==> config.mk <==
export PLATFORM = sky130hd
export DESIGN_NAME = lpw_wakeup_control
export DESIGN_NICKNAME = d
export VERILOG_FILES = /design/src/hdl/lpw_pkg.sv /design/src/hdl/lpw_edge_detect.sv /design/src/hdl/lpw_wakeup_control.sv
export SDC_FILE = /design/constraint.sdc
export NUM_CORES = 1
export LEC_CHECK = 0
export BUFFER_PORTS_ARGS = -buffer_cell sky130_fd_sc_hd__buf_2
export CELL_PAD_IN_SITES_DETAIL_PLACEMENT = 0
export CELL_PAD_IN_SITES_GLOBAL_PLACEMENT = 1
export CORE_MARGIN = 5
export CORE_UTILIZATION = 50
export CTS_BUF_LIST = sky130_fd_sc_hd__clkbuf_8
export DETAILED_ROUTE_END_ITERATION = 8
export PLACE_DENSITY = 0.95
export RECOVER_POWER = 100
export SETUP_SLACK_MARGIN = 0.15
export SLEW_MARGIN = 20
export SYNTH_ARGS = -nofsm -noshare
export SYNTH_HDL_FRONTEND = slang
export SYNTH_SLANG_ARGS = --single-unit
==> constraint.sdc <==
create_clock -name aclk -period 3.8 [get_ports aclk]
set_input_delay 0.38 -clock aclk [delete_from_list [all_inputs] [get_ports aclk]]
set_output_delay 0.38 -clock aclk [all_outputs]
set_load 0.1 [all_outputs]
==> src/hdl/lpw_pkg.sv <==
package lpw_pkg;

    // ------------------------------------------------------------------
    // Register offsets
    // ------------------------------------------------------------------
    localparam logic [7:0] LPW_OFF_CONTROL = 8'h00;
    localparam logic [7:0] LPW_OFF_P0_STATUS = 8'h04;
    localparam logic [7:0] LPW_OFF_P0_ENABLE = 8'h08;
    localparam logic [7:0] LPW_OFF_P1_STATUS = 8'h0c;
    localparam logic [7:0] LPW_OFF_P1_ENABLE = 8'h10;
    localparam logic [7:0] LPW_OFF_P2_STATUS = 8'h14;
    localparam logic [7:0] LPW_OFF_P2_ENABLE = 8'h18;
    localparam logic [7:0] LPW_OFF_P3_STATUS = 8'h1c;
    localparam logic [7:0] LPW_OFF_P3_ENABLE = 8'h20;
    localparam logic [7:0] LPW_OFF_PERIPH_STATUS = 8'h30;
    localparam logic [7:0] LPW_OFF_IRQ_MASK = 8'h40;
    localparam logic [7:0] LPW_OFF_PM_CONTROL = 8'h44;

    // ------------------------------------------------------------------
    // Control word fields
    // ------------------------------------------------------------------
    localparam int LPW_BIT_STATUS_CLEAR = 31;
    localparam int LPW_BIT_BANDGAP_OFF = 11;
    localparam int LPW_BIT_ENTRY_CLOCK = 9;
    localparam int LPW_BIT_LPM_CLOCK = 8;
    localparam logic [31:0] LPW_CONTROL_RESET = 32'h0000_0900;
    localparam logic [31:0] LPW_CONTROL_WMASK = 32'h7fff_fbff;

    // ------------------------------------------------------------------
    // Port widths and pin masks
    // ------------------------------------------------------------------
    localparam int LPW_P0_PINS = 32;
    localparam int LPW_P1_PINS = 10;
    localparam int LPW_P2_PINS = 8;
    localparam int LPW_P3_PINS = 2;
    localparam logic [31:0] LPW_P0_MASK = 32'hffff_ffff;
    localparam logic [31:0] LPW_P1_MASK = 32'h0000_03ff;
    localparam logic [31:0] LPW_P2_MASK = 32'h0000_00ff;
    localparam logic [31:0] LPW_P3_MASK = 32'h0000_0003;
    localparam logic [31:0] LPW_PERIPH_MASK = 32'h0003_0010;
    localparam logic [3:0] LPW_IRQ_MASK_BITS = 4'hf;

    // ------------------------------------------------------------------
    // Bus answers
    // ------------------------------------------------------------------
    localparam logic [1:0] LPW_RESP_OKAY = 2'h0;
    localparam logic [1:0] LPW_RESP_SLVERR = 2'h2;

endpackage : lpw_pkg

==> src/hdl/lpw_edge_detect.sv <==
`timescale 1ns/10ps

// Two-flop synchroniser per pin followed by a toggle detector on the
// synchronised level.
module lpw_edge_detect #(
    parameter int WIDTH = 32
) (
    // Clock and reset.
    input wire logic aclk,
    input wire logic aresetn,
    // Pins and detected edges.
    input wire logic [WIDTH-1:0] pin_in,
    output logic [WIDTH-1:0] pin_edge
);

    typedef struct packed {
        logic [WIDTH-1:0] meta;
        logic [WIDTH-1:0] sync;
        logic [WIDTH-1:0] last;
        logic [WIDTH-1:0] edge_seen;
        logic [2:0] primed;
    } lpw_edge_state_type;

    lpw_edge_state_type state_ff;
    lpw_edge_state_type nxt_state;

    always_comb begin
        nxt_state = state_ff;
        nxt_state.meta = pin_in;
        nxt_state.sync = state_ff.meta;
        nxt_state.last = state_ff.sync;
        nxt_state.primed = {state_ff.primed[1:0], 1'b1};
        // Both directions count; compares wait until every stage holds a pin sample taken after reset.
        nxt_state.edge_seen = state_ff.primed[2] ? (state_ff.sync ^ state_ff.last) : '0;
    end

    always_ff @(posedge aclk) begin
        if (!aresetn) begin
            state_ff <= '0;
        end else begin
            state_ff <= nxt_state;
        end
    end

    assign pin_edge = state_ff.edge_seen;

endmodule // lpw_edge_detect

==> src/hdl/lpw_wakeup_control.sv <==
`timescale 1ns/10ps

module lpw_wakeup_control (
    // Clock and reset.
    input wire logic aclk,
    input wire logic aresetn,
    // Write address channel.
    input wire logic [7:0] s_axi_awaddr,
    input wire logic s_axi_awvalid,
    output logic s_axi_awready,
    // Write data channel.
    input wire logic [31:0] s_axi_wdata,
    input wire logic [3:0] s_axi_wstrb,
    input wire logic s_axi_wvalid,
    output logic s_axi_wready,
    // Write response channel.
    output logic [1:0] s_axi_bresp,
    output logic s_axi_bvalid,
    input wire logic s_axi_bready,
    // Read address channel.
    input wire logic [7:0] s_axi_araddr,
    input wire logic s_axi_arvalid,
    output logic s_axi_arready,
    // Read data channel.
    output logic [31:0] s_axi_rdata,
    output logic [1:0] s_axi_rresp,
    output logic s_axi_rvalid,
    input wire logic s_axi_rready,
    // GPIO pins.
    input wire logic [lpw_pkg::LPW_P0_PINS-1:0] port0_pins,
    input wire logic [lpw_pkg::LPW_P1_PINS-1:0] port1_pins,
    input wire logic [lpw_pkg::LPW_P2_PINS-1:0] port2_pins,
    input wire logic [lpw_pkg::LPW_P3_PINS-1:0] port3_pins,
    // Peripheral wake events, one pulse per cause.
    input wire logic [31:0] periph_wake_event,
    // Power-mode control.
    input wire logic in_low_power_mode,
    output logic wake_to_active,
    output logic bandgap_off_in_sleep,
    output logic entry_clock_select,
    output logic lpm_clock_select,
    output logic [3:0] ram_bank_retain,
    output logic global_gpio_wake_enable,
    // Interrupt.
    output logic wake_irq
);

    import lpw_pkg::*;

    typedef struct packed {
        logic aw_held;
        logic [7:0] aw_addr;
        logic w_held;
        logic [31:0] w_data;
        logic [3:0] w_strb;
        logic bvalid;
        logic [1:0] bresp;
        logic rvalid;
        logic [31:0] rdata;
        logic [1:0] rresp;
        logic [31:0] control;
        logic [31:0] st0;
        logic [31:0] en0;
        logic [31:0] st1;
        logic [31:0] en1;
        logic [31:0] st2;
        logic [31:0] en2;
        logic [31:0] st3;
        logic [31:0] en3;
        logic [31:0] pst;
        logic [3:0] irq_mask;
        logic gpio_we;
        logic wake;
        logic irq;
        logic aw_ready;
        logic w_ready;
        logic ar_ready;
    } lpw_state_type;

    lpw_state_type state_ff;
    lpw_state_type nxt_state;

    logic [31:0] edge0;
    logic [31:0] edge1;
    logic [31:0] edge2;
    logic [31:0] edge3;
    logic [LPW_P1_PINS-1:0] edge1_raw;
    logic [LPW_P2_PINS-1:0] edge2_raw;
    logic [LPW_P3_PINS-1:0] edge3_raw;

    // ------------------------------------------------------------------
    // Pin edge detection
    // ------------------------------------------------------------------
    lpw_edge_detect #(.WIDTH(LPW_P0_PINS)) u_edge0 (
        .aclk(aclk),
        .aresetn(aresetn),
        .pin_in(port0_pins),
        .pin_edge(edge0)
    );
    lpw_edge_detect #(.WIDTH(LPW_P1_PINS)) u_edge1 (
        .aclk(aclk),
        .aresetn(aresetn),
        .pin_in(port1_pins),
        .pin_edge(edge1_raw)
    );
    lpw_edge_detect #(.WIDTH(LPW_P2_PINS)) u_edge2 (
        .aclk(aclk),
        .aresetn(aresetn),
        .pin_in(port2_pins),
        .pin_edge(edge2_raw)
    );
    lpw_edge_detect #(.WIDTH(LPW_P3_PINS)) u_edge3 (
        .aclk(aclk),
        .aresetn(aresetn),
        .pin_in(port3_pins),
        .pin_edge(edge3_raw)
    );

    assign edge1 = {22'h0, edge1_raw};
    assign edge2 = {24'h0, edge2_raw};
    assign edge3 = {30'h0, edge3_raw};

    // ------------------------------------------------------------------
    // Helpers
    // ------------------------------------------------------------------
    function automatic logic [31:0] strb_mask(input logic [3:0] strb);
        strb_mask = {{8{strb[3]}}, {8{strb[2]}}, {8{strb[1]}}, {8{strb[0]}}};
    endfunction

    // Sticky update: a new event wins over a write-one-to-clear.
    function automatic logic [31:0] sticky(input logic [31:0] cur, input logic [31:0] set_bits,
                                           input logic [31:0] clr_bits, input logic [31:0] mask);
        sticky = ((cur & ~clr_bits) | set_bits) & mask;
    endfunction

    function automatic logic addr_known(input logic [7:0] a);
        case (a)
            LPW_OFF_CONTROL, LPW_OFF_P0_STATUS, LPW_OFF_P0_ENABLE, LPW_OFF_P1_STATUS,
            LPW_OFF_P1_ENABLE, LPW_OFF_P2_STATUS, LPW_OFF_P2_ENABLE, LPW_OFF_P3_STATUS,
            LPW_OFF_P3_ENABLE, LPW_OFF_PERIPH_STATUS, LPW_OFF_IRQ_MASK,
            LPW_OFF_PM_CONTROL: addr_known = 1'b1;
            default: addr_known = 1'b0;
        endcase
    endfunction

    // ------------------------------------------------------------------
    // Next-state logic
    // ------------------------------------------------------------------
    always_comb begin
        logic do_write;
        logic [31:0] wm;
        logic [31:0] wd;
        logic [31:0] clr0;
        logic [31:0] clr1;
        logic [31:0] clr2;
        logic [31:0] clr3;
        logic [31:0] clrp;
        logic bulk;
        logic [3:0] pend;
        do_write = 1'b0;
        wm = '0;
        wd = '0;
        clr0 = '0;
        clr1 = '0;
        clr2 = '0;
        clr3 = '0;
        clrp = '0;
        bulk = 1'b0;
        pend = '0;
        nxt_state = state_ff;

        // Address and data are taken in either order and held until both exist.
        if (s_axi_awvalid && !state_ff.aw_held) begin
            nxt_state.aw_held = 1'b1;
            nxt_state.aw_addr = s_axi_awaddr;
        end
        if (s_axi_wvalid && !state_ff.w_held) begin
            nxt_state.w_held = 1'b1;
            nxt_state.w_data = s_axi_wdata;
            nxt_state.w_strb = s_axi_wstrb;
        end
        if (state_ff.bvalid && s_axi_bready) begin
            nxt_state.bvalid = 1'b0;
        end

        if (state_ff.aw_held && state_ff.w_held && !state_ff.bvalid) begin
            do_write = 1'b1;
            wm = strb_mask(state_ff.w_strb);
            wd = state_ff.w_data & wm;
            nxt_state.aw_held = 1'b0;
            nxt_state.w_held = 1'b0;
            nxt_state.bvalid = 1'b1;
            nxt_state.bresp = addr_known(state_ff.aw_addr) ? LPW_RESP_OKAY : LPW_RESP_SLVERR;
        end

        // Bulk clear is acted on one cycle after it is written, then drops.
        bulk = state_ff.control[LPW_BIT_STATUS_CLEAR];
        if (bulk) begin
            clr0 = '1;
            clr1 = '1;
            clr2 = '1;
            clr3 = '1;
            clrp = '1;
            nxt_state.control[LPW_BIT_STATUS_CLEAR] = 1'b0;
        end

        if (do_write) begin
            case (state_ff.aw_addr)
                LPW_OFF_CONTROL: begin
                    // Bits 30:12 and 7:4 are stored as written; 10 reads zero.
                    nxt_state.control = ((state_ff.control & ~wm) | (wd & LPW_CONTROL_WMASK)) &
                                        LPW_CONTROL_WMASK;
                    if (wd[LPW_BIT_STATUS_CLEAR]) begin
                        nxt_state.control[LPW_BIT_STATUS_CLEAR] = 1'b1;
                    end
                end
                LPW_OFF_P0_STATUS: clr0 = clr0 | wd;
                LPW_OFF_P0_ENABLE: nxt_state.en0 = (state_ff.en0 & ~wm) | wd;
                LPW_OFF_P1_STATUS: clr1 = clr1 | wd;
                LPW_OFF_P1_ENABLE: nxt_state.en1 = ((state_ff.en1 & ~wm) | wd) & LPW_P1_MASK;
                LPW_OFF_P2_STATUS: clr2 = clr2 | wd;
                LPW_OFF_P2_ENABLE: nxt_state.en2 = ((state_ff.en2 & ~wm) | wd) & LPW_P2_MASK;
                LPW_OFF_P3_STATUS: clr3 = clr3 | wd;
                LPW_OFF_P3_ENABLE: nxt_state.en3 = ((state_ff.en3 & ~wm) | wd) & LPW_P3_MASK;
                LPW_OFF_PERIPH_STATUS: clrp = clrp | wd;
                LPW_OFF_IRQ_MASK: nxt_state.irq_mask = ((state_ff.irq_mask & ~wm[3:0]) | wd[3:0]) &
                                                       LPW_IRQ_MASK_BITS;
                LPW_OFF_PM_CONTROL: begin
                    if (wm[0]) begin
                        nxt_state.gpio_we = wd[0];
                    end
                end
                default: begin
                end
            endcase
        end

        // Edges set status in every power mode.
        nxt_state.st0 = sticky(state_ff.st0, edge0, clr0, LPW_P0_MASK);
        nxt_state.st1 = sticky(state_ff.st1, edge1, clr1, LPW_P1_MASK);
        nxt_state.st2 = sticky(state_ff.st2, edge2, clr2, LPW_P2_MASK);
        nxt_state.st3 = sticky(state_ff.st3, edge3, clr3, LPW_P3_MASK);
        nxt_state.pst = sticky(state_ff.pst, periph_wake_event & LPW_PERIPH_MASK, clrp, LPW_PERIPH_MASK);

        // Masks keep unimplemented bits out of the wake decision.
        pend[0] = |(state_ff.st0 & state_ff.en0 & LPW_P0_MASK);
        pend[1] = |(state_ff.st1 & state_ff.en1 & LPW_P1_MASK);
        pend[2] = |(state_ff.st2 & state_ff.en2 & LPW_P2_MASK);
        pend[3] = |(state_ff.st3 & state_ff.en3 & LPW_P3_MASK);
        pend = pend & {4{state_ff.gpio_we}};

        // Wake is a level; the power logic leaves low-power mode while it stands.
        nxt_state.wake = in_low_power_mode && (|pend);
        nxt_state.irq = |(pend & state_ff.irq_mask);

        // Read channel.
        if (state_ff.rvalid && s_axi_rready) begin
            nxt_state.rvalid = 1'b0;
        end
        if (s_axi_arvalid && !state_ff.rvalid) begin
            nxt_state.rvalid = 1'b1;
            nxt_state.rresp = addr_known(s_axi_araddr) ? LPW_RESP_OKAY : LPW_RESP_SLVERR;
            case (s_axi_araddr)
                LPW_OFF_CONTROL: nxt_state.rdata = state_ff.control;
                LPW_OFF_P0_STATUS: nxt_state.rdata = state_ff.st0;
                LPW_OFF_P0_ENABLE: nxt_state.rdata = state_ff.en0;
                LPW_OFF_P1_STATUS: nxt_state.rdata = state_ff.st1;
                LPW_OFF_P1_ENABLE: nxt_state.rdata = state_ff.en1;
                LPW_OFF_P2_STATUS: nxt_state.rdata = state_ff.st2;
                LPW_OFF_P2_ENABLE: nxt_state.rdata = state_ff.en2;
                LPW_OFF_P3_STATUS: nxt_state.rdata = state_ff.st3;
                LPW_OFF_P3_ENABLE: nxt_state.rdata = state_ff.en3;
                LPW_OFF_PERIPH_STATUS: nxt_state.rdata = state_ff.pst;
                LPW_OFF_IRQ_MASK: nxt_state.rdata = {28'h0, state_ff.irq_mask};
                LPW_OFF_PM_CONTROL: nxt_state.rdata = {31'h0, state_ff.gpio_we};
                default: nxt_state.rdata = '0;
            endcase
        end

        // Readies are flops of their own so that the bus sees no logic behind them.
        nxt_state.aw_ready = !nxt_state.aw_held;
        nxt_state.w_ready = !nxt_state.w_held;
        nxt_state.ar_ready = !nxt_state.rvalid;
    end

    // ------------------------------------------------------------------
    // State register
    // ------------------------------------------------------------------
    always_ff @(posedge aclk) begin
        if (!aresetn) begin
            state_ff <= '0;
            state_ff.control <= LPW_CONTROL_RESET;
            // Readies stand high in reset so that a master may start at the first edge after release.
            state_ff.aw_ready <= 1'b1;
            state_ff.w_ready <= 1'b1;
            state_ff.ar_ready <= 1'b1;
        end else begin
            state_ff <= nxt_state;
        end
    end

    // ------------------------------------------------------------------
    // Outputs
    // ------------------------------------------------------------------
    assign s_axi_awready = state_ff.aw_ready;
    assign s_axi_wready = state_ff.w_ready;
    assign s_axi_bvalid = state_ff.bvalid;
    assign s_axi_bresp = state_ff.bresp;
    assign s_axi_arready = state_ff.ar_ready;
    assign s_axi_rvalid = state_ff.rvalid;
    assign s_axi_rdata = state_ff.rdata;
    assign s_axi_rresp = state_ff.rresp;
    assign wake_to_active = state_ff.wake;
    assign bandgap_off_in_sleep = state_ff.control[LPW_BIT_BANDGAP_OFF];
    assign entry_clock_select = state_ff.control[LPW_BIT_ENTRY_CLOCK];
    assign lpm_clock_select = state_ff.control[LPW_BIT_LPM_CLOCK];
    assign ram_bank_retain = state_ff.control[3:0];
    assign global_gpio_wake_enable = state_ff.gpio_we;
    assign wake_irq = state_ff.irq;

endmodule // lpw_wakeup_control

==> results.cfg, run 1 <==
[clock_tree]
clk_path_buf_depth = 3
cts_hold_buf = 56
cts_htree_levels = 3
clk_pin_slew_ns = 0.07
cts.sinks = 441
cts_tree = yes
ctsRootBufferMaster = clkbuf_8
cts-resized-gates = 0
cts_buffers = 70
post_cts_buffers = 0
insertion_delay_ns = 0.59

[power]
vdd_drop_max_uv = 294.8
leakagePower_nw = 7.147
seqPwrFrac_pct = 52.0
power_switching_share_pct = 23.47
power_frac_comb_pct = 5.2
internal_power_mw = 7.124
power_density_mw_per_mm2 = 503.6
power.switching_mw = 2.185
clock_power_share_pct = 42.8

[floorplanning]
die_y_um = 188.3
ios = 195
fp.dieW_um = 188.3
coreArea_mm2 = 0.03147
fp.dieArea_mm2 = 0.03546
fp-row-count = 65
initial_core_util_pct = 50.51

[setup_path]
cp_max_fo = 24
cp.required_ns = 4.32
critPathKind = in -> reg
end_kind = register
startpoint_type = primary input
crit_start = s_axi_araddr[3]
timing.rr.start = state_ff[412]
cp.arrival_ns = 3.57

[routing]
drtIter0Drc = 1096
antenna_left = 0
drc = 0
via_per_inst = 5.374
num_vias = 12150
detail_route.wl_per_cell_um = 17.95
dr.pass1.iters = 8
wirelength_um = 40560

[final_layout]
fin_nets = 1953
fin_util_pct = 58.73
fill_cells = 2693
syn_to_final_growth_pct = 16.28
design_area_mm2 = 0.01849
antennaDiodeCount = 0
final_layout_size_suffix_gt1_share_pct = 13.40
layout_commonest_cell = dfxtp_1
final_cell_mix = 441 x dfxtp_1, 166 x nor2_1, 162 x nand2_1, 112 x buf_2, 109 x and2_1

[sta]
max_freq_ghz = 0.3285
rsz0062_at_grt = false
relSlewSlack_pct = -4.784
worstMarginPinSlew_ns = 1.572
finalSetupViolCount = 0
min_period_over_period_pct = 80.11
hold_viol_final = 0
fin_ws_ns = 0.7560
fin_skew_ns = 0.01925
finalSetupTns_ns = 0
holdWs_ns = 0.02766
maxSlewViolCount = 37
min_period_ns = 3.044

[place]
pre_cts_ws_ns = 1.054
dpl.hpwl_um = 27450
placed_area_mm2 = 0.01664
io_buffers = 163
gp_congestion = 0.9163

[hold_path]
hold_class = in -> reg
min_from = periph_wake_event[4]

[synth]
synth_xor_xnor_area_share_pct = 2.865
synth_compound_gate_area_share_pct = 12.77
yosys_warnings = 0
synth_edf_count = 0
synthMuxAreaShare_pct = 3.542
netlist_area_mm2 = 0.01590
synth_seq_cells = 441
synth_top_family_by_area = simple AND/OR/NAND/NOR gates
synth-simple-area-share_pct = 20.24
netlist_instances = 1648
synth_top_flop_cell = dfxtp_1
avgSynthCellArea_um2 = 9.647
ys_async_sr_fraction_pct = 0
synth-seq-area-share_pct = 55.53
yosys.area_share.adder_pct = 0
synth_cell_types = 65

[global_routing]
grt_overflow = 0
grt_usage_pct = 22.27
grt_start_max_net_pins = 84
grt_antenna_before_repair = 0
grt_pass1_vias = 11690
grt_pass1_wl_um = 63740

[outcome]
status = complete, but fails checks
violations = capacitance limit, slew limit

[run]
drv_cap = 1
synth_stat cells, types with 4 or more instances:
| cell type | count | area [um^2] |
|---|---|---|
| nor2_1 | 166 | 623.1 |
| buf_4 | 43 | 322.8 |
| nand3b_1 | 5 | 37.54 |
| mux2i_1 | 54 | 540.5 |
| buf_1 | 5 | 18.77 |
| a2bb2oi_1 | 20 | 175.2 |
| a31oi_1 | 30 | 187.7 |
| a222oi_1 | 24 | 240.2 |
| and3_1 | 6 | 37.54 |
| nand4_1 | 7 | 43.79 |
| a22o_1 | 13 | 113.9 |
| o22ai_1 | 4 | 25.02 |
| a21oi_1 | 97 | 485.5 |
| nand3_1 | 69 | 345.3 |
| clkbuf_1 | 82 | 307.8 |
| inv_1 | 10 | 37.54 |
| nor4_1 | 4 | 25.02 |
| or3_1 | 4 | 25.02 |
| dfxtp_1 | 441 | 8828 |
| a32oi_1 | 8 | 70.07 |
| o21a_1 | 26 | 195.2 |
| xnor2_1 | 52 | 455.4 |
| o21ai_0 | 12 | 60.06 |
| and2_1 | 165 | 1032 |
| buf_2 | 21 | 105.1 |
| nand2_1 | 162 | 608.1 |
| a22oi_1 | 39 | 292.8 |
| nor2b_1 | 5 | 31.28 |
| a311oi_1 | 5 | 43.79 |
| nor3_1 | 4 | 20.02 |
| nand2b_1 | 5 | 31.28 |
| nor4b_1 | 4 | 35.03 |
| nor2_2 | 8 | 50.05 |
cells by family after synthesis:
group,after synthesis
other cells,1
compound gates,294
xor+xnor,52
buf+inv,163
simple gates,641
flops,441
mux,56
worst paths after layout:
kind	endpoint	slack, ns	cells after the start
max	s_axi_rdata[10]	0.76	8
min reg2reg	u_edge0.nxt_state[46]	0.42	1
max reg2reg	state_ff[295]	0.91	6
min	state_ff[14]	0.03	2
worst max-delay path, stage by stage:
cell,delay (ns)
buf_2,0.26
nor4b_1,0.42
clkbuf_1,0.51
and2_0,0.31
clkbuf_1,0.98
a22oi_1,0.32
o21ai_0,0.23
and2_0,0.13
area by class of cell:
type / count / area [um^2] / share of cell area, %
inverter: 12 / 47.55 / 0.2572
tap: 402 / 503.0 / 2.721
multi-input combinational: 1045 / 6231 / 33.71
timing repair buffer: 239 / 1456 / 7.879
clock buffer: 85 / 1170 / 6.329
sequential: 441 / 8828 / 47.76
clock inverter: 36 / 249.0 / 1.347
registers in the layout, summed over array words and instances, names as in the netlist, 2 cells and up:
register and flops:
u_edge1.pin_edge 10, ram_bank_retain 4, u_edge0.nxt_state 64, u_edge1.state_ff 11, u_edge3.pin_edge 2, u_edge2.state_ff 8, s_axi_rdata 32, u_edge1.nxt_state 22
u_edge0.state_ff 32, u_edge0.pin_edge 32, u_edge3.state_ff 2, u_edge2.pin_edge 8, state_ff 181, u_edge2.nxt_state 16, u_edge3.nxt_state 4
per-layer routing:
layer	vias up	part of all wire, %	wire (um)	track usage [%]
met5	-	0	0	0
met3	66	8.6	3474	4.520
met4	0	2.3	944	7.483
met2	526	44	17810	33.82
li1	5930	-	-	-
met1	5623	45	18330	31.88
per-stage QoR:
| stage | cells | total power, mW |
|---|---|---|
| 6_report | 2260 | 9.309 |
| 5_1_grt | 2260 | 9.722 |
| 4_1_cts | 2260 | 9.421 |
| 3_5_place_dp | 2083 | 5.387 |
| 3_3_place_gp | 2083 | 5.375 |
| 2_1_floorplan | 1649 | 5.223 |
power by group through the flow:
stage | Combinational (mW) | Sequential, mW | Clock, mW
6_report | 0.484 | 4.84 | 3.99
5_1_grt | 0.533 | 4.85 | 4.34
4_1_cts | 0.494 | 4.84 | 4.09
3_5_place_dp | 0.449 | 4.94 | 0
3_3_place_gp | 0.442 | 4.93 | 0
2_1_floorplan | 0.301 | 4.92 | 0
Power figures use the tool's default switching activity.
==> run 2, diff against run 1 <==
--- a/config.mk
+++ b/config.mk
@@ -5,14 +5,15 @@
 export SDC_FILE = /design/constraint.sdc
 export NUM_CORES = 1
 export LEC_CHECK = 0
+export ABC_AREA = 1
 export BUFFER_PORTS_ARGS = -buffer_cell sky130_fd_sc_hd__buf_2
 export CELL_PAD_IN_SITES_DETAIL_PLACEMENT = 0
 export CELL_PAD_IN_SITES_GLOBAL_PLACEMENT = 1
 export CORE_MARGIN = 5
-export CORE_UTILIZATION = 50
+export CORE_UTILIZATION = 44
 export CTS_BUF_LIST = sky130_fd_sc_hd__clkbuf_8
 export DETAILED_ROUTE_END_ITERATION = 8
-export PLACE_DENSITY = 0.95
+export PLACE_DENSITY = 0.89
 export RECOVER_POWER = 100
 export SETUP_SLACK_MARGIN = 0.15
 export SLEW_MARGIN = 20
==> constraint.sdc (replaced) <==
create_clock -name aclk -period 3.1 [get_ports aclk]
set_input_delay 0.31 -clock aclk [delete_from_list [all_inputs] [get_ports aclk]]
set_output_delay 0.31 -clock aclk [all_outputs]
set_load 0.1 [all_outputs]
==> run 2 against run 1 <==
Effect of this change:
- the run still ends with capacitance limit, slew limit left
- flip-flop and latch count is the same
- wire length grew 4.4%
- synthesized area grew 3.2%
- synthesized cell count grew 26%
- critical path type unchanged
- largest cell class unchanged
- design area grew 4.9%
- register-to-register slack lost 0.17 ns
- critical endpoint is now state_ff[42]
==> results.cfg, run 2 <==
[synth]
synth_cell_types = 38
synth_top_area_share_pct = 53.81
avgSynthCellArea_um2 = 7.880
synthTopCellsByArea = dfxtp_1 54%, nand2_1 11%, inv_1 6.2%
ys_async_sr_fraction_pct = 0
synth_top_family_by_area = simple AND/OR/NAND/NOR gates
yosysMostFrequentCell = nand2_1
yosys_warnings = 0
netlist_instances = 2082
synth-simple-area-share_pct = 20.82
yosys.area.top_type = dfxtp_1
synth_seq_cells = 441
synth_edf_count = 0
synth-seq-area-share_pct = 53.81
synth_xor_xnor_area_share_pct = 2.776
synth_compound_gate_area_share_pct = 11.71
synth_top_flop_cell = dfxtp_1
yosys.area_share.adder_pct = 0
netlist_area_mm2 = 0.01641
synthMuxAreaShare_pct = 0
yosys-top-cells-count = 462 x nand2_1, 441 x dfxtp_1, 272 x inv_1

[sta]
fin_skew_ns = 0.03065
min_period_over_period_pct = 80.09
hold_viol_final = 0
max_freq_ghz = 0.4028
rsz0062_at_grt = false
relSlewSlack_pct = -4.756
finalSetupViolCount = 0
min_period_ns = 2.483
worstMarginPinSlew_ns = 1.571
finalSetupTns_ns = 0
holdWs_ns = 0.02210
maxSlewViolCount = 208

[floorplanning]
fp.dieW_um = 203.1
coreArea_mm2 = 0.03670
initial_core_util_pct = 44.71
fp-row-count = 70
die_y_um = 203.1
fp.dieArea_mm2 = 0.04125
ios = 195

[place]
io_buffers = 163
dpl.hpwl_um = 29490
gp_congestion = 0.8751

[routing]
antenna_left = 0
via_per_inst = 4.770
wirelength_um = 42340
drc = 0
dr.pass1.iters = 5
drtIter0Drc = 1052
detail_route.wl_per_cell_um = 15.05
num_vias = 13420

[setup_path]
critPathKind = in -> reg
cp.arrival_ns = 2.96
end_kind = register
startpoint_type = primary input
cp_max_fo = 122
cp.required_ns = 3.58

[clock_tree]
insertion_delay_ns = 0.61
clk_pin_slew_ns = 0.06
cts_hold_buf = 78
cts_buffers = 73
cts-resized-gates = 0
post_cts_buffers = 0
cts.sinks = 441
cts_tree = yes
ctsRootBufferMaster = clkbuf_8
cts_htree_levels = 3
clk_path_buf_depth = 3

[global_routing]
grt_pass1_vias = 12820
grt_pass1_wl_um = 67900
grt_overflow = 0
grt_start_max_net_pins = 123
grt_usage_pct = 20.23
grt_antenna_before_repair = 1

[outcome]
status = complete, but fails checks
violations = capacitance limit, slew limit

[power]
leakagePower_nw = 8.833
power_density_mw_per_mm2 = 597.5
total_power_mw = 11.59
vdd_drop_max_uv = 299.9

[run]
drv_cap = 2

[final_layout]
final_cell_mix = 462 x nand2_1, 441 x dfxtp_1, 290 x inv_1, 252 x nor2_1, 132 x a21oi_1
layout_commonest_cell = nand2_1
final_layout_size_suffix_gt1_share_pct = 11.64
syn_to_final_growth_pct = 18.23
regMostFlops = state_ff
fin_nets = 2436
largest_reg_flops = 181

[hold_path]
hold_class = in -> reg
-- run 2: changes by cell type after synthesis, sizes merged, moves of 23 or more --
cell	delta
nand2	+305
inv	+266
and2	-166
o21ai	+107
nor2	+92
mux2i	-54
o211ai	+44
a22oi	-39
a21oi	+35
o21a	-26
a222oi	-24
clkbuf	-23
-- run 2: worst paths after layout --
kind | from | to | slack [ns] | cells after the start
worst max-delay path | aresetn | state_ff[42] | 0.62 | 4
worst min-delay path | s_axi_wdata[6] | state_ff[378] | 0.02 | 3
worst max register to register | state_ff[409] | state_ff[251] | 0.74 | 9
worst min register to register | u_edge0.nxt_state[82] | u_edge0.nxt_state[50] | 0.41 | 2
-- run 2: stage by stage --
step / instance area, um^2 / util, % / worst slack, ns / instances
4_1_cts: 19500 / 53.14 / 0.7635 / 2812
2_1_floorplan: 16410 / - / 1.132 / 2083
5_1_grt: 19400 / 52.86 / 0.2946 / 2814
3_5_place_dp: 17280 / 47.07 / 0.7535 / 2606
6_report: 19400 / 52.86 / 0.6173 / 2814
3_3_place_gp: 17280 / 47.07 / 0.7977 / 2606
-- run 2: metal layers --
layer	global-route usage (%)	wire (um)	part of all wire (%)	up-vias
met1	30.01	20970	50	6065
met3	3.626	2543	6.0	54
met2	30.35	18110	43	402
met5	0	0	0	-
met4	5.661	724	1.7	0
li1	-	-	-	6901
-- run 2: where the power goes --
group          internal [mW]  switching [mW]
logic                  0.260           0.462
registers               5.83           0.108
clock network           2.68            2.24
total                   8.78            2.81
-- run 2: layout make-up --
class | count | area [um^2]
antenna | 1 | 2.502
clock buffer | 92 | 1266
clock inverter | 36 | 178.9
fill | 3588 | 17300
inverter | 281 | 1061
multi-input combinational | 1231 | 5791
sequential | 441 | 8828
tap | 468 | 585.6
timing repair buffer | 264 | 1685
-- run 2: cell families after synthesis --
| logic type | count (synthesis) |
|---|---|
| AO/OA/AOI/OAI | 341 |
| AND/OR/NAND/NOR | 836 |
| buffers and inverters | 411 |
| flip-flops | 441 |
| XOR/XNOR | 52 |
| other | 1 |
-- run 2: critical path, cell delays in order --
cell and delay [ns]:
clkbuf_2 1.12, clkinv_2 0.10, clkbuf_4 0.77, a211oi_1 0.53
